### src/hdl/pmw_pkg.sv
// package for the power mode and wake controller
package pmw_pkg;
  // register byte offsets
  localparam logic [7:0] PMW_CTRL_OFS    = 8'h00; // system_clock_control
  localparam logic [7:0] PMW_STAT_OFS    = 8'h04; // status flags
  localparam logic [7:0] PMW_WAKE_OFS    = 8'h08; // porta_wake_enable
  localparam logic [7:0] PMW_IRQEN_OFS   = 8'h0c; // interrupt enables
  localparam logic [7:0] PMW_FASTRC_OFS  = 8'h10; // fast_rc_control
  localparam logic [7:0] PMW_FASTXT_OFS  = 8'h14; // fast_crystal_control
  localparam logic [7:0] PMW_CMD_OFS     = 8'h18; // command strobes
  // system_clock_control fields
  localparam int PMW_CKS_LSB  = 5;
  localparam int PMW_FSS_BIT  = 2;
  localparam int PMW_FHK_BIT  = 1;
  localparam int PMW_FSK_BIT  = 0;
  localparam logic [2:0] PMW_CKS_SLOW = 3'h7;
  localparam logic [7:0] PMW_CTRL_RST = 8'h00;
  // fast_rc_control fields
  localparam int PMW_FRC_EN_BIT = 0;
  localparam int PMW_FRC_FL_BIT = 1;
  localparam int PMW_FRC_FQ_LSB = 2;
  localparam logic [3:0] PMW_FRC_RST = 4'h1;
  // fast_crystal_control fields
  localparam int PMW_FXT_EN_BIT = 0;
  localparam int PMW_FXT_FL_BIT = 1;
  // status fields
  localparam int PMW_ST_PDF_BIT = 0;
  localparam int PMW_ST_TO_BIT  = 1;
  localparam int PMW_ST_MODE_LSB = 4;
  // command bits
  localparam int PMW_CMD_WDCLR_BIT = 0;
  // settle times
  localparam int PMW_CLK_MHZ     = 125;
  localparam int PMW_FAST_SET_NS = 1000;
  localparam int PMW_SLOW_SET_NS = 2000;
  localparam int PMW_FAST_SET_CYC = (PMW_FAST_SET_NS * PMW_CLK_MHZ + 999) / 1000;
  localparam int PMW_SLOW_SET_CYC = (PMW_SLOW_SET_NS * PMW_CLK_MHZ + 999) / 1000;
  // operating modes
  typedef enum logic [2:0] {
    PMW_NORMAL, PMW_SLOW, PMW_SLEEP, PMW_IDLE_SLOW_ONLY, PMW_IDLE_BOTH_CLOCKS, PMW_IDLE_FAST_ONLY
  } pmw_mode_e;
  // apb request bundle
  typedef struct packed {
    logic        psel;
    logic        penable;
    logic        pwrite;
    logic [7:0]  paddr;
    logic [31:0] pwdata;
  } pmw_apb_req_s;
  // clock gate outputs
  typedef struct packed {
    logic       fast_on;
    logic       slow_on;
    logic       slow_rc_on;
    logic       slow_is_crystal;
    logic       sys_is_slow;
    logic [2:0] fast_div;
    logic       cpu_run;
  } pmw_clk_s;
endpackage : pmw_pkg

### src/hdl/pmw_ctrl.sv
// power mode and wake controller with apb registers
`timescale 1ns/1ns
// Overview of operation
// (RULE_01) code 111 selects slow clock
// (RULE_02) slow source chosen, wait until stable
// (RULE_03) codes 000-110 divide fast clock
// (RULE_04) back to normal waits fast stable
// (RULE_05) halt with keeps 00: sleep
// (RULE_06) halt keeps 01: fast off, slow on
// (RULE_07) halt keeps 11: both clocks run
// (RULE_08) halt keeps 10: fast on, slow off
// (RULE_09) halted modes stop execution, keep state
// (RULE_10) halt sets power-down, clears timeout
// (RULE_11) halt clears watchdog, counting continues
// (RULE_12) wake by port edge, interrupt, overflow
// (RULE_13) power-down cleared by reset or clear
// (RULE_14) overflow while halted sets timeout, resets pc
// (RULE_15) per-pin wake enable, resume after halt
// (RULE_16) disabled interrupt resumes, stays pending
// (RULE_17) enabled interrupt gets normal response
// (RULE_18) already-pending interrupt cannot wake
// (RULE_19) slow rc runs while watchdog enabled
// (RULE_20) fast rc stable flag clears then sets
// (RULE_21) halt strobe samples keep bits once
// (RULE_22) async wake edges synchronised first
module pmw_ctrl
  import pmw_pkg::*;
#(
  parameter int NPINS = 8,   // port a pins
  parameter int NIRQ  = 8    // interrupt sources
) (
  input  wire logic              pclk,
  input  wire logic              presetn,
  input  wire logic              psel,
  input  wire logic              penable,
  input  wire logic              pwrite,
  input  wire logic [7:0]        paddr,
  input  wire logic [31:0]       pwdata,
  output logic                   pready,
  output logic [31:0]            prdata,
  output logic                   pslverr,
  input  wire logic              halt_strobe,
  input  wire logic              wdt_clear_strobe,
  input  wire logic              wdt_overflow,
  input  wire logic              wdt_enabled,
  input  wire logic              stack_full,
  input  wire logic [NPINS-1:0]  porta_pin,
  input  wire logic [NIRQ-1:0]   irq_flag,
  output logic                   cpu_run,
  output logic                   wdt_clear,
  output logic                   pc_sp_reset,
  output logic                   wake_resume,
  output logic                   irq_take,
  output pmw_clk_s               clk_ctl
);

  pmw_mode_e mode_r;                           // current operating mode
  logic [2:0]  cks_r;                          // system_clock_select
  logic        fss_r;                          // slow_source_select
  logic        fhk_r;                          // fast_keep_bit
  logic        fsk_r;                          // slow_keep_bit
  logic        pdf_r;                          // power_down_flag
  logic        to_r;                           // timeout_flag
  logic [NPINS-1:0] porta_wake_enable_r;                    // porta_wake_enable
  logic [NIRQ-1:0]  irqen_r;                   // interrupt enables
  logic [NIRQ-1:0]  pre_r;                     // flags already set at halt
  logic [1:0]  frc_fq_r;                       // fast rc frequency
  logic        frc_en_r;                       // fast rc enable
  logic        frc_fl_r;                       // fast_rc_stable_flag
  logic        fxt_en_r;                       // fast crystal enable
  logic        fxt_fl_r;                       // fast_crystal_stable_flag
  logic [15:0] fcnt_r;                         // fast settle counter
  logic [15:0] scnt_r;                         // slow settle counter
  logic        sstab_r;                        // slow osc stable
  logic        sreq_r;                         // slow switch pending
  logic [NPINS-1:0] pa_s1_r, pa_s2_r, pa_s3_r; // pin synchronisers
  logic        halted;                         // any low-power mode
  logic        fast_stable;                    // either fast osc stable
  logic        wr, rd;                         // apb access strobes
  logic        pin_wake, irq_wake, any_wake;   // wake sources
  logic [NIRQ-1:0] irq_live;                   // eligible interrupts

  // slave answers in one access cycle, no wait states
  assign pready  = 1'b1;
  assign wr      = psel & penable & pwrite;
  assign rd      = psel & penable & ~pwrite;
  assign halted  = (mode_r != PMW_NORMAL) && (mode_r != PMW_SLOW);
  assign fast_stable = frc_fl_r | fxt_fl_r;

  // addresses past the command register error out
  always_comb begin
    pslverr = 1'b0;
    if (psel && penable && paddr > PMW_CMD_OFS) begin
      pslverr = 1'b1;
    end
  end

  // pin synchroniser; first stage read only by second
  always_ff @(posedge pclk or negedge presetn) begin
    if (!presetn) begin
      pa_s1_r <= '1;
      pa_s2_r <= '1;
      pa_s3_r <= '1;
    end else begin
      pa_s1_r <= porta_pin; // RULE_22
      pa_s2_r <= pa_s1_r;
      pa_s3_r <= pa_s2_r;
    end
  end

  // wake sources
  assign pin_wake = |(pa_s3_r & ~pa_s2_r & porta_wake_enable_r); // RULE_15
  assign irq_live = irq_flag & ~pre_r;               // RULE_18
  assign irq_wake = |irq_live;
  assign any_wake = pin_wake | irq_wake | wdt_overflow; // RULE_12

  // control register fields
  always_ff @(posedge pclk or negedge presetn) begin
    if (!presetn) begin
      cks_r <= PMW_CTRL_RST[7:5];
      fss_r <= 1'b0;
      fhk_r <= 1'b0;
      fsk_r <= 1'b0;
    end else if (wr && paddr == PMW_CTRL_OFS) begin
      cks_r <= pwdata[PMW_CKS_LSB +: 3];
      fss_r <= pwdata[PMW_FSS_BIT];
      fhk_r <= pwdata[PMW_FHK_BIT];
      fsk_r <= pwdata[PMW_FSK_BIT];
    end
  end

  // wake and interrupt enable registers
  always_ff @(posedge pclk or negedge presetn) begin
    if (!presetn) begin
      porta_wake_enable_r  <= '0;
      irqen_r <= '0;
    end else if (wr && paddr == PMW_WAKE_OFS) begin
      porta_wake_enable_r <= pwdata[NPINS-1:0];
    end else if (wr && paddr == PMW_IRQEN_OFS) begin
      irqen_r <= pwdata[NIRQ-1:0];
    end
  end

  // fast rc: enabling it, or changing frequency while it stays enabled, restarts settling
  always_ff @(posedge pclk or negedge presetn) begin
    if (!presetn) begin
      frc_en_r <= PMW_FRC_RST[PMW_FRC_EN_BIT];
      frc_fq_r <= '0;
      frc_fl_r <= 1'b0;
      fxt_en_r <= 1'b0;
      fxt_fl_r <= 1'b0;
      fcnt_r   <= 16'(PMW_FAST_SET_CYC);
    end else begin
      if (wr && paddr == PMW_FASTRC_OFS) begin
        frc_en_r <= pwdata[PMW_FRC_EN_BIT];
        frc_fq_r <= pwdata[PMW_FRC_FQ_LSB +: 2];
        if (pwdata[PMW_FRC_EN_BIT] && (!frc_en_r || pwdata[PMW_FRC_FQ_LSB +: 2] != frc_fq_r)) begin
          frc_fl_r <= 1'b0; // RULE_20
          fcnt_r   <= 16'(PMW_FAST_SET_CYC);
        end
      end else if (wr && paddr == PMW_FASTXT_OFS) begin
        fxt_en_r <= pwdata[PMW_FXT_EN_BIT];
        if (pwdata[PMW_FXT_EN_BIT] && !fxt_en_r) begin
          fxt_fl_r <= 1'b0;
          fcnt_r   <= 16'(PMW_FAST_SET_CYC);
        end
      end else if (!clk_ctl.fast_on) begin
        // fast osc stopped: must resettle when restarted
        frc_fl_r <= 1'b0; // RULE_04
        fxt_fl_r <= 1'b0;
        fcnt_r   <= 16'(PMW_FAST_SET_CYC);
      end else if (fcnt_r != 16'h0000) begin
        fcnt_r <= fcnt_r - 16'h0001;
      end else begin
        frc_fl_r <= frc_en_r; // RULE_20
        fxt_fl_r <= fxt_en_r;
      end
    end
  end

  // slow oscillator settling model
  always_ff @(posedge pclk or negedge presetn) begin
    if (!presetn) begin
      scnt_r  <= 16'(PMW_SLOW_SET_CYC);
      sstab_r <= 1'b0;
    end else if (!clk_ctl.slow_on) begin
      scnt_r  <= 16'(PMW_SLOW_SET_CYC);
      sstab_r <= 1'b0;
    end else if (scnt_r != 16'h0000) begin
      scnt_r <= scnt_r - 16'h0001;
    end else begin
      sstab_r <= 1'b1; // RULE_02
    end
  end

  // mode state machine
  always_ff @(posedge pclk or negedge presetn) begin
    if (!presetn) begin
      mode_r <= PMW_NORMAL;
      sreq_r <= 1'b0;
    end else begin
      unique case (mode_r)
        PMW_NORMAL, PMW_SLOW: begin
          if (halt_strobe) begin
            // keep bits sampled on the halt cycle only
            unique case ({fhk_r, fsk_r}) // RULE_21
              2'b00: mode_r <= PMW_SLEEP;            // RULE_05
              2'b01: mode_r <= PMW_IDLE_SLOW_ONLY;   // RULE_06
              2'b11: mode_r <= PMW_IDLE_BOTH_CLOCKS; // RULE_07
              2'b10: mode_r <= PMW_IDLE_FAST_ONLY;   // RULE_08
            endcase
          end else if (cks_r == PMW_CKS_SLOW && mode_r == PMW_NORMAL) begin
            if (sstab_r) begin
              mode_r <= PMW_SLOW; // RULE_01 RULE_02
            end
          end else if (cks_r != PMW_CKS_SLOW && mode_r == PMW_SLOW) begin
            if (fast_stable) begin
              mode_r <= PMW_NORMAL; // RULE_03 RULE_04
            end
          end
          sreq_r <= (cks_r == PMW_CKS_SLOW);
        end
        default: begin
          // resume in the mode the clock select implies
          if (any_wake) begin
            mode_r <= (cks_r == PMW_CKS_SLOW) ? PMW_SLOW : PMW_NORMAL;
          end
        end
      endcase
    end
  end

  // capture flags already pending at halt
  always_ff @(posedge pclk or negedge presetn) begin
    if (!presetn) begin
      pre_r <= '0;
    end else if (halt_strobe && !halted) begin
      pre_r <= irq_flag; // RULE_18
    end else if (!halted) begin
      pre_r <= '0;
    end
  end

  // power-down and timeout flags; halt set wins over clear
  always_ff @(posedge pclk or negedge presetn) begin
    if (!presetn) begin
      pdf_r <= 1'b0;
      to_r  <= 1'b0;
    end else begin
      if (halt_strobe && !halted) begin
        pdf_r <= 1'b1; // RULE_10 RULE_13
        to_r  <= 1'b0; // RULE_10
      end else if (wdt_clear_strobe || (wr && paddr == PMW_CMD_OFS && pwdata[PMW_CMD_WDCLR_BIT])) begin
        pdf_r <= 1'b0; // RULE_13
        to_r  <= 1'b0;
      end
      if (halted && wdt_overflow) begin
        to_r <= 1'b1; // RULE_14
      end
    end
  end

  // wake event pulses to the core
  always_ff @(posedge pclk or negedge presetn) begin
    if (!presetn) begin
      pc_sp_reset <= 1'b0;
      wake_resume <= 1'b0;
      irq_take    <= 1'b0;
      wdt_clear   <= 1'b0;
    end else begin
      wdt_clear   <= halt_strobe && !halted; // RULE_11
      pc_sp_reset <= halted && wdt_overflow; // RULE_14
      wake_resume <= halted && !wdt_overflow && any_wake; // RULE_15 RULE_16
      // disabled or stack full: leave pending, no response
      irq_take    <= halted && !wdt_overflow && |(irq_live & irqen_r) && !stack_full; // RULE_17 RULE_16
    end
  end

  // clock gating outputs, registered
  always_ff @(posedge pclk or negedge presetn) begin
    if (!presetn) begin
      clk_ctl <= '{fast_on: 1'b1, slow_on: 1'b1, slow_rc_on: 1'b1,
                   slow_is_crystal: 1'b0, sys_is_slow: 1'b0, fast_div: 3'h0, cpu_run: 1'b1};
    end else begin
      clk_ctl.fast_on <= !(mode_r == PMW_SLEEP || mode_r == PMW_IDLE_SLOW_ONLY ||
                           (mode_r == PMW_SLOW && !fhk_r && !sreq_r && 1'b0)) ; // RULE_05 RULE_06
      clk_ctl.slow_on <= !(mode_r == PMW_SLEEP || mode_r == PMW_IDLE_FAST_ONLY); // RULE_08
      // watchdog needs the slow rc regardless of keep bit
      clk_ctl.slow_rc_on <= wdt_enabled ||
                            (!fss_r && !(mode_r == PMW_SLEEP || mode_r == PMW_IDLE_FAST_ONLY)); // RULE_19
      clk_ctl.slow_is_crystal <= fss_r; // RULE_02
      clk_ctl.sys_is_slow     <= (mode_r == PMW_SLOW); // RULE_01
      clk_ctl.fast_div        <= (cks_r == PMW_CKS_SLOW) ? 3'h0 : cks_r; // RULE_03
      clk_ctl.cpu_run         <= !halted && !(halt_strobe); // RULE_09 RULE_07
    end
  end

  assign cpu_run = clk_ctl.cpu_run;

  // read data mux, registered for stable data
  always_ff @(posedge pclk or negedge presetn) begin
    if (!presetn) begin
      prdata <= 32'h0000_0000;
    end else if (psel && !penable && !pwrite) begin
      unique case (paddr)
        PMW_CTRL_OFS:   prdata <= 32'({cks_r, 2'b00, fss_r, fhk_r, fsk_r});
        PMW_STAT_OFS:   prdata <= 32'({1'b0, mode_r, 2'b00, to_r, pdf_r});
        PMW_WAKE_OFS:   prdata <= 32'(porta_wake_enable_r);
        PMW_IRQEN_OFS:  prdata <= 32'(irqen_r);
        PMW_FASTRC_OFS: prdata <= 32'({frc_fq_r, frc_fl_r, frc_en_r});
        PMW_FASTXT_OFS: prdata <= 32'({fxt_fl_r, fxt_en_r});
        default:        prdata <= 32'h0000_0000;
      endcase
    end
  end

endmodule : pmw_ctrl

### config.mk
export PLATFORM = sky130hd
export DESIGN_NAME = pmw_ctrl
export DESIGN_NICKNAME = d
export VERILOG_FILES = /design/src/hdl/pmw_pkg.sv /design/src/hdl/pmw_ctrl.sv
export SDC_FILE = /design/constraint.sdc
export NUM_CORES = 1
export LEC_CHECK = 0
export BUFFER_PORTS_ARGS = -buffer_cell sky130_fd_sc_hd__buf_4
export CAP_MARGIN = 20
export CORE_MARGIN = 3
export CORE_UTILIZATION = 50
export CTS_BUF_LIST = sky130_fd_sc_hd__clkbuf_4 sky130_fd_sc_hd__clkbuf_8 sky130_fd_sc_hd__clkbuf_16
export DETAILED_ROUTE_END_ITERATION = 10
export PLACE_DENSITY = 0.77
export SLEW_MARGIN = 5
export SYNTH_ARGS = -nofsm -noshare
export SYNTH_HDL_FRONTEND = slang
export SYNTH_SLANG_ARGS = --single-unit
### constraint.sdc
create_clock -name pclk -period 2.4 [get_ports pclk]
set_input_delay 0.12 -clock pclk [delete_from_list [all_inputs] [get_ports pclk]]
set_output_delay 0.12 -clock pclk [all_outputs]
set_load 0.02 [all_outputs]
==> results.md <==
* Comb pwr share at approximately a tenth
* Max transition margin at 62.6%
* Post-route ant nets at 0
* Max-slew violations at 0
* Maximum VDD drop at roughly 0.9 mV
* Die area at about 13000 um2
* Met3 usage at 5.77%
* CP startpoint kind: flip-flop
* Crit Path Max Fanout at 4
* Lkg Pwr at 3.42 nW
* Area Overhead vs Synth at 28.9%
* # DRC at 0
* Peak Freq at roughly 0.44 GHz
* Ys flop type: dfrtp_1
* Wire length per cell at between 15 and 20 um
* Average cell area after synthesis at 10.7 um2
* Grt ovf at 0
* CTS tree: yes
* Yosys warns at 0
* #FFs+latches synth at 119
* Initial core utilization at 51.6%
* Setup violators final at 0
* Gr usage total at 21.4%
* Layout net count at about 700
* Worst-Margin Slew at about 0.56 ns
* Share of cells above drive strength 1 at 30.0%
* Initial antenna violation count at 0
* Hold crit path type: in2reg
* Skew-Pair Late Insertion Delay at 0.41 ns
* Num CTS Buffers at 17
* First-pass GRT wire length at ~22 mm
* Pwr Density at ~770 nW/um2
* Row Count at 38
* Die Width at between 100 and 150 um
* Asr flop ratio synth at 100%
* Register-to-register setup slack at around 0.13 ns
* Seq/Total Area, Yosys at between 50% and 60%
* Clock Path Buffers at 2
* Clock sink total at 119
* Synth unique cells at 63
* Hold Vio Cnt, Final at 0
* Largest net degree at the start of global routing at 78
* Die height at ~110 um
* First-pass DRT Iterations at 5
* Period minus WS final at 2.27 ns
* Status: finished clean
* CP arrival at ~2.6 ns
* CP Data Required Time at 2.69 ns
* Met1 Use GR at around a quarter
* N_diodes at 0
* Crit Path Category: reg2reg
* Most common cell after layout, fill and taps aside: buf_4
* Sw frac at a little under a quarter
* I/O pin cnt at approximately 110
* Finished Core Util at roughly two thirds
* Mapped Area at approximately 5600 um2
* Fin crit share at approximately 95%
* Port bufs at between 60 and 70
* Clock share of power at approximately half
* Reg power frac at 41.0%
* Final HPWL from detailed placement at roughly 8.9 mm
* Clock Skews at 0.00778 ns
* Placer Congestion at a little under 0.9
* Vias per cell at between 5 and 6
* H-Tree Depth at 4
* DR vias at 4377
* Grt met2 use at approximately 37%
* MaxCap Viol Count at 0
* Switching power of the nets at 1.30 mW
* CP endpoint kind: flip-flop
* Clock slew at reported path FFs at roughly 0.050 ns
* Most used routing layer: met2
* Total Power at approximately 5.6 mW
* Initial DRC Count at between 300 and 400
* Root Driver: clkbuf_16
* EDFF count, synth at 0
* Routed WL at approximately 13 mm
* Most frequent cells in the layout: 80 x buf_4, 78 x dfrtp_1, 52 x nand2_1
* Core area at 10900 um2
* Int Pwr at about 4.3 mW
* RSZ-0062 raised after global routing: false
* Vias in the first global route at 4450
* Post-Syn Instances at 529
## state kept, by name, summed over array words and instances, names as in the netlist, 2 cells and up
signal,cells
cks_r,3
pa_s3_r,8
porta_wake_enable_r,8
mode_r,3
prdata,8
pa_s1_r,8
clk_ctl,8
pre_r,8
frc_fq_r,2
fcnt_r,16
scnt_r,16
pa_s2_r,8
irqen_r,8
## layout make-up
| class | instances | area, um2 |
|---|---|---|
| Clock buffer | 24 | 503 |
| Clock inverter | 8 | 143 |
| Fill cell | 800 | 3660 |
| Inverter | 22 | 82.6 |
| Multi-Input combinational cell | 370 | 2380 |
| Sequential cell | 119 | 3030 |
| Tap cell | 140 | 175 |
| Timing Repair Buffer | 113 | 961 |
## critical path: stages, from the launching register on
cell	delay, ns
dfrtp_1	0.39
inv_2	0.06
ha_1	0.15
or4b_4	0.46
or4_4	0.57
buf_4	0.17
nand4_1	0.11
xnor2_1	0.08
and2_1	0.16
## cells by family after synthesis
kind of cell	after synthesis	share of synthesized area, %
simple gates	193	18.4
flops	119	53.7
compound gates	106	12.9
buf+inv	63	6.15
mux	25	5.01
xor+xnor	14	2.17
fa+ha+maj	7	1.55
other cells	2	0.133
## timing repair
item                       4_1_cts  5_1_grt
hold buffers                    30        0
resized for setup                3        9
pin swaps                        0        1
hold endpoints to repair        70        0
buffers inserted                 0        0
cloned                           0        1
setup endpoints to repair        4       11
## stage by stage
step	setup slack [ns]	std cells	TNS (ns)	instance area [um2]	hold WS, ns
global route	0.0367	796	0	7270	0.0955
detailed placement	-0.0150	733	-0.0150	6260	0.148
CTS	0.0163	795	0	7220	0.0445
finish	0.127	796	0	7270	0.0653
floorplan	0.0533	552	0	5730	-0.176
global placement	0.101	733	0	6260	0.141
## power by group through the flow
stage	clock network, mW	registers (mW)	logic [mW]
floorplan	0	2.30	0.357
global placement	0	2.32	0.507
detailed placement	0	2.33	0.526
CTS	2.78	2.30	0.570
global route	2.86	2.33	0.644
finish	2.74	2.31	0.576
## synthesized netlist by cell type (all sizes together), types with 6 or more instances
library cell  number  area [um2]
a21o              14         105
a21oi             15        75.1
a22o               6        53.8
a22oi             12        90.1
a31oi             13        81.3
and2              13        81.3
buf               31         226
clkbuf            10        37.5
dfrtp             78        1950
dfstp             41        1080
ha                 7        87.6
inv               22        82.6
mux2              23         263
nand2             52         195
nand3             24         120
nand4              7        43.8
nor2              27         101
nor2b             11        68.8
nor3              13        65.1
nor4               8        65.1
o21ai             20         100
or4                8        61.3
xnor2              9        78.8
## path summary, 6_finish.rpt
check	start	depth (start not counted)	endpoint
setup reg to reg	scnt_r[0]	8	scnt_r[14]
hold / removal	pwdata[0]	4	pdf_r
setup / recovery	scnt_r[0]	8	scnt_r[14]
max in group asynchronous	presetn	3	pa_s2_r[6]
hold reg to reg	pa_s1_r[7]	0	pa_s2_r[7]
min in group asynchronous	presetn	2	pre_r[7]
## per-layer routing
layer  up-vias  wire, um
li1       2075         -
met1      2170      5370
met2       121      6760
met3        11       718
met4         0       117
met5         -         0
Power figures use the tool's default switching activity.
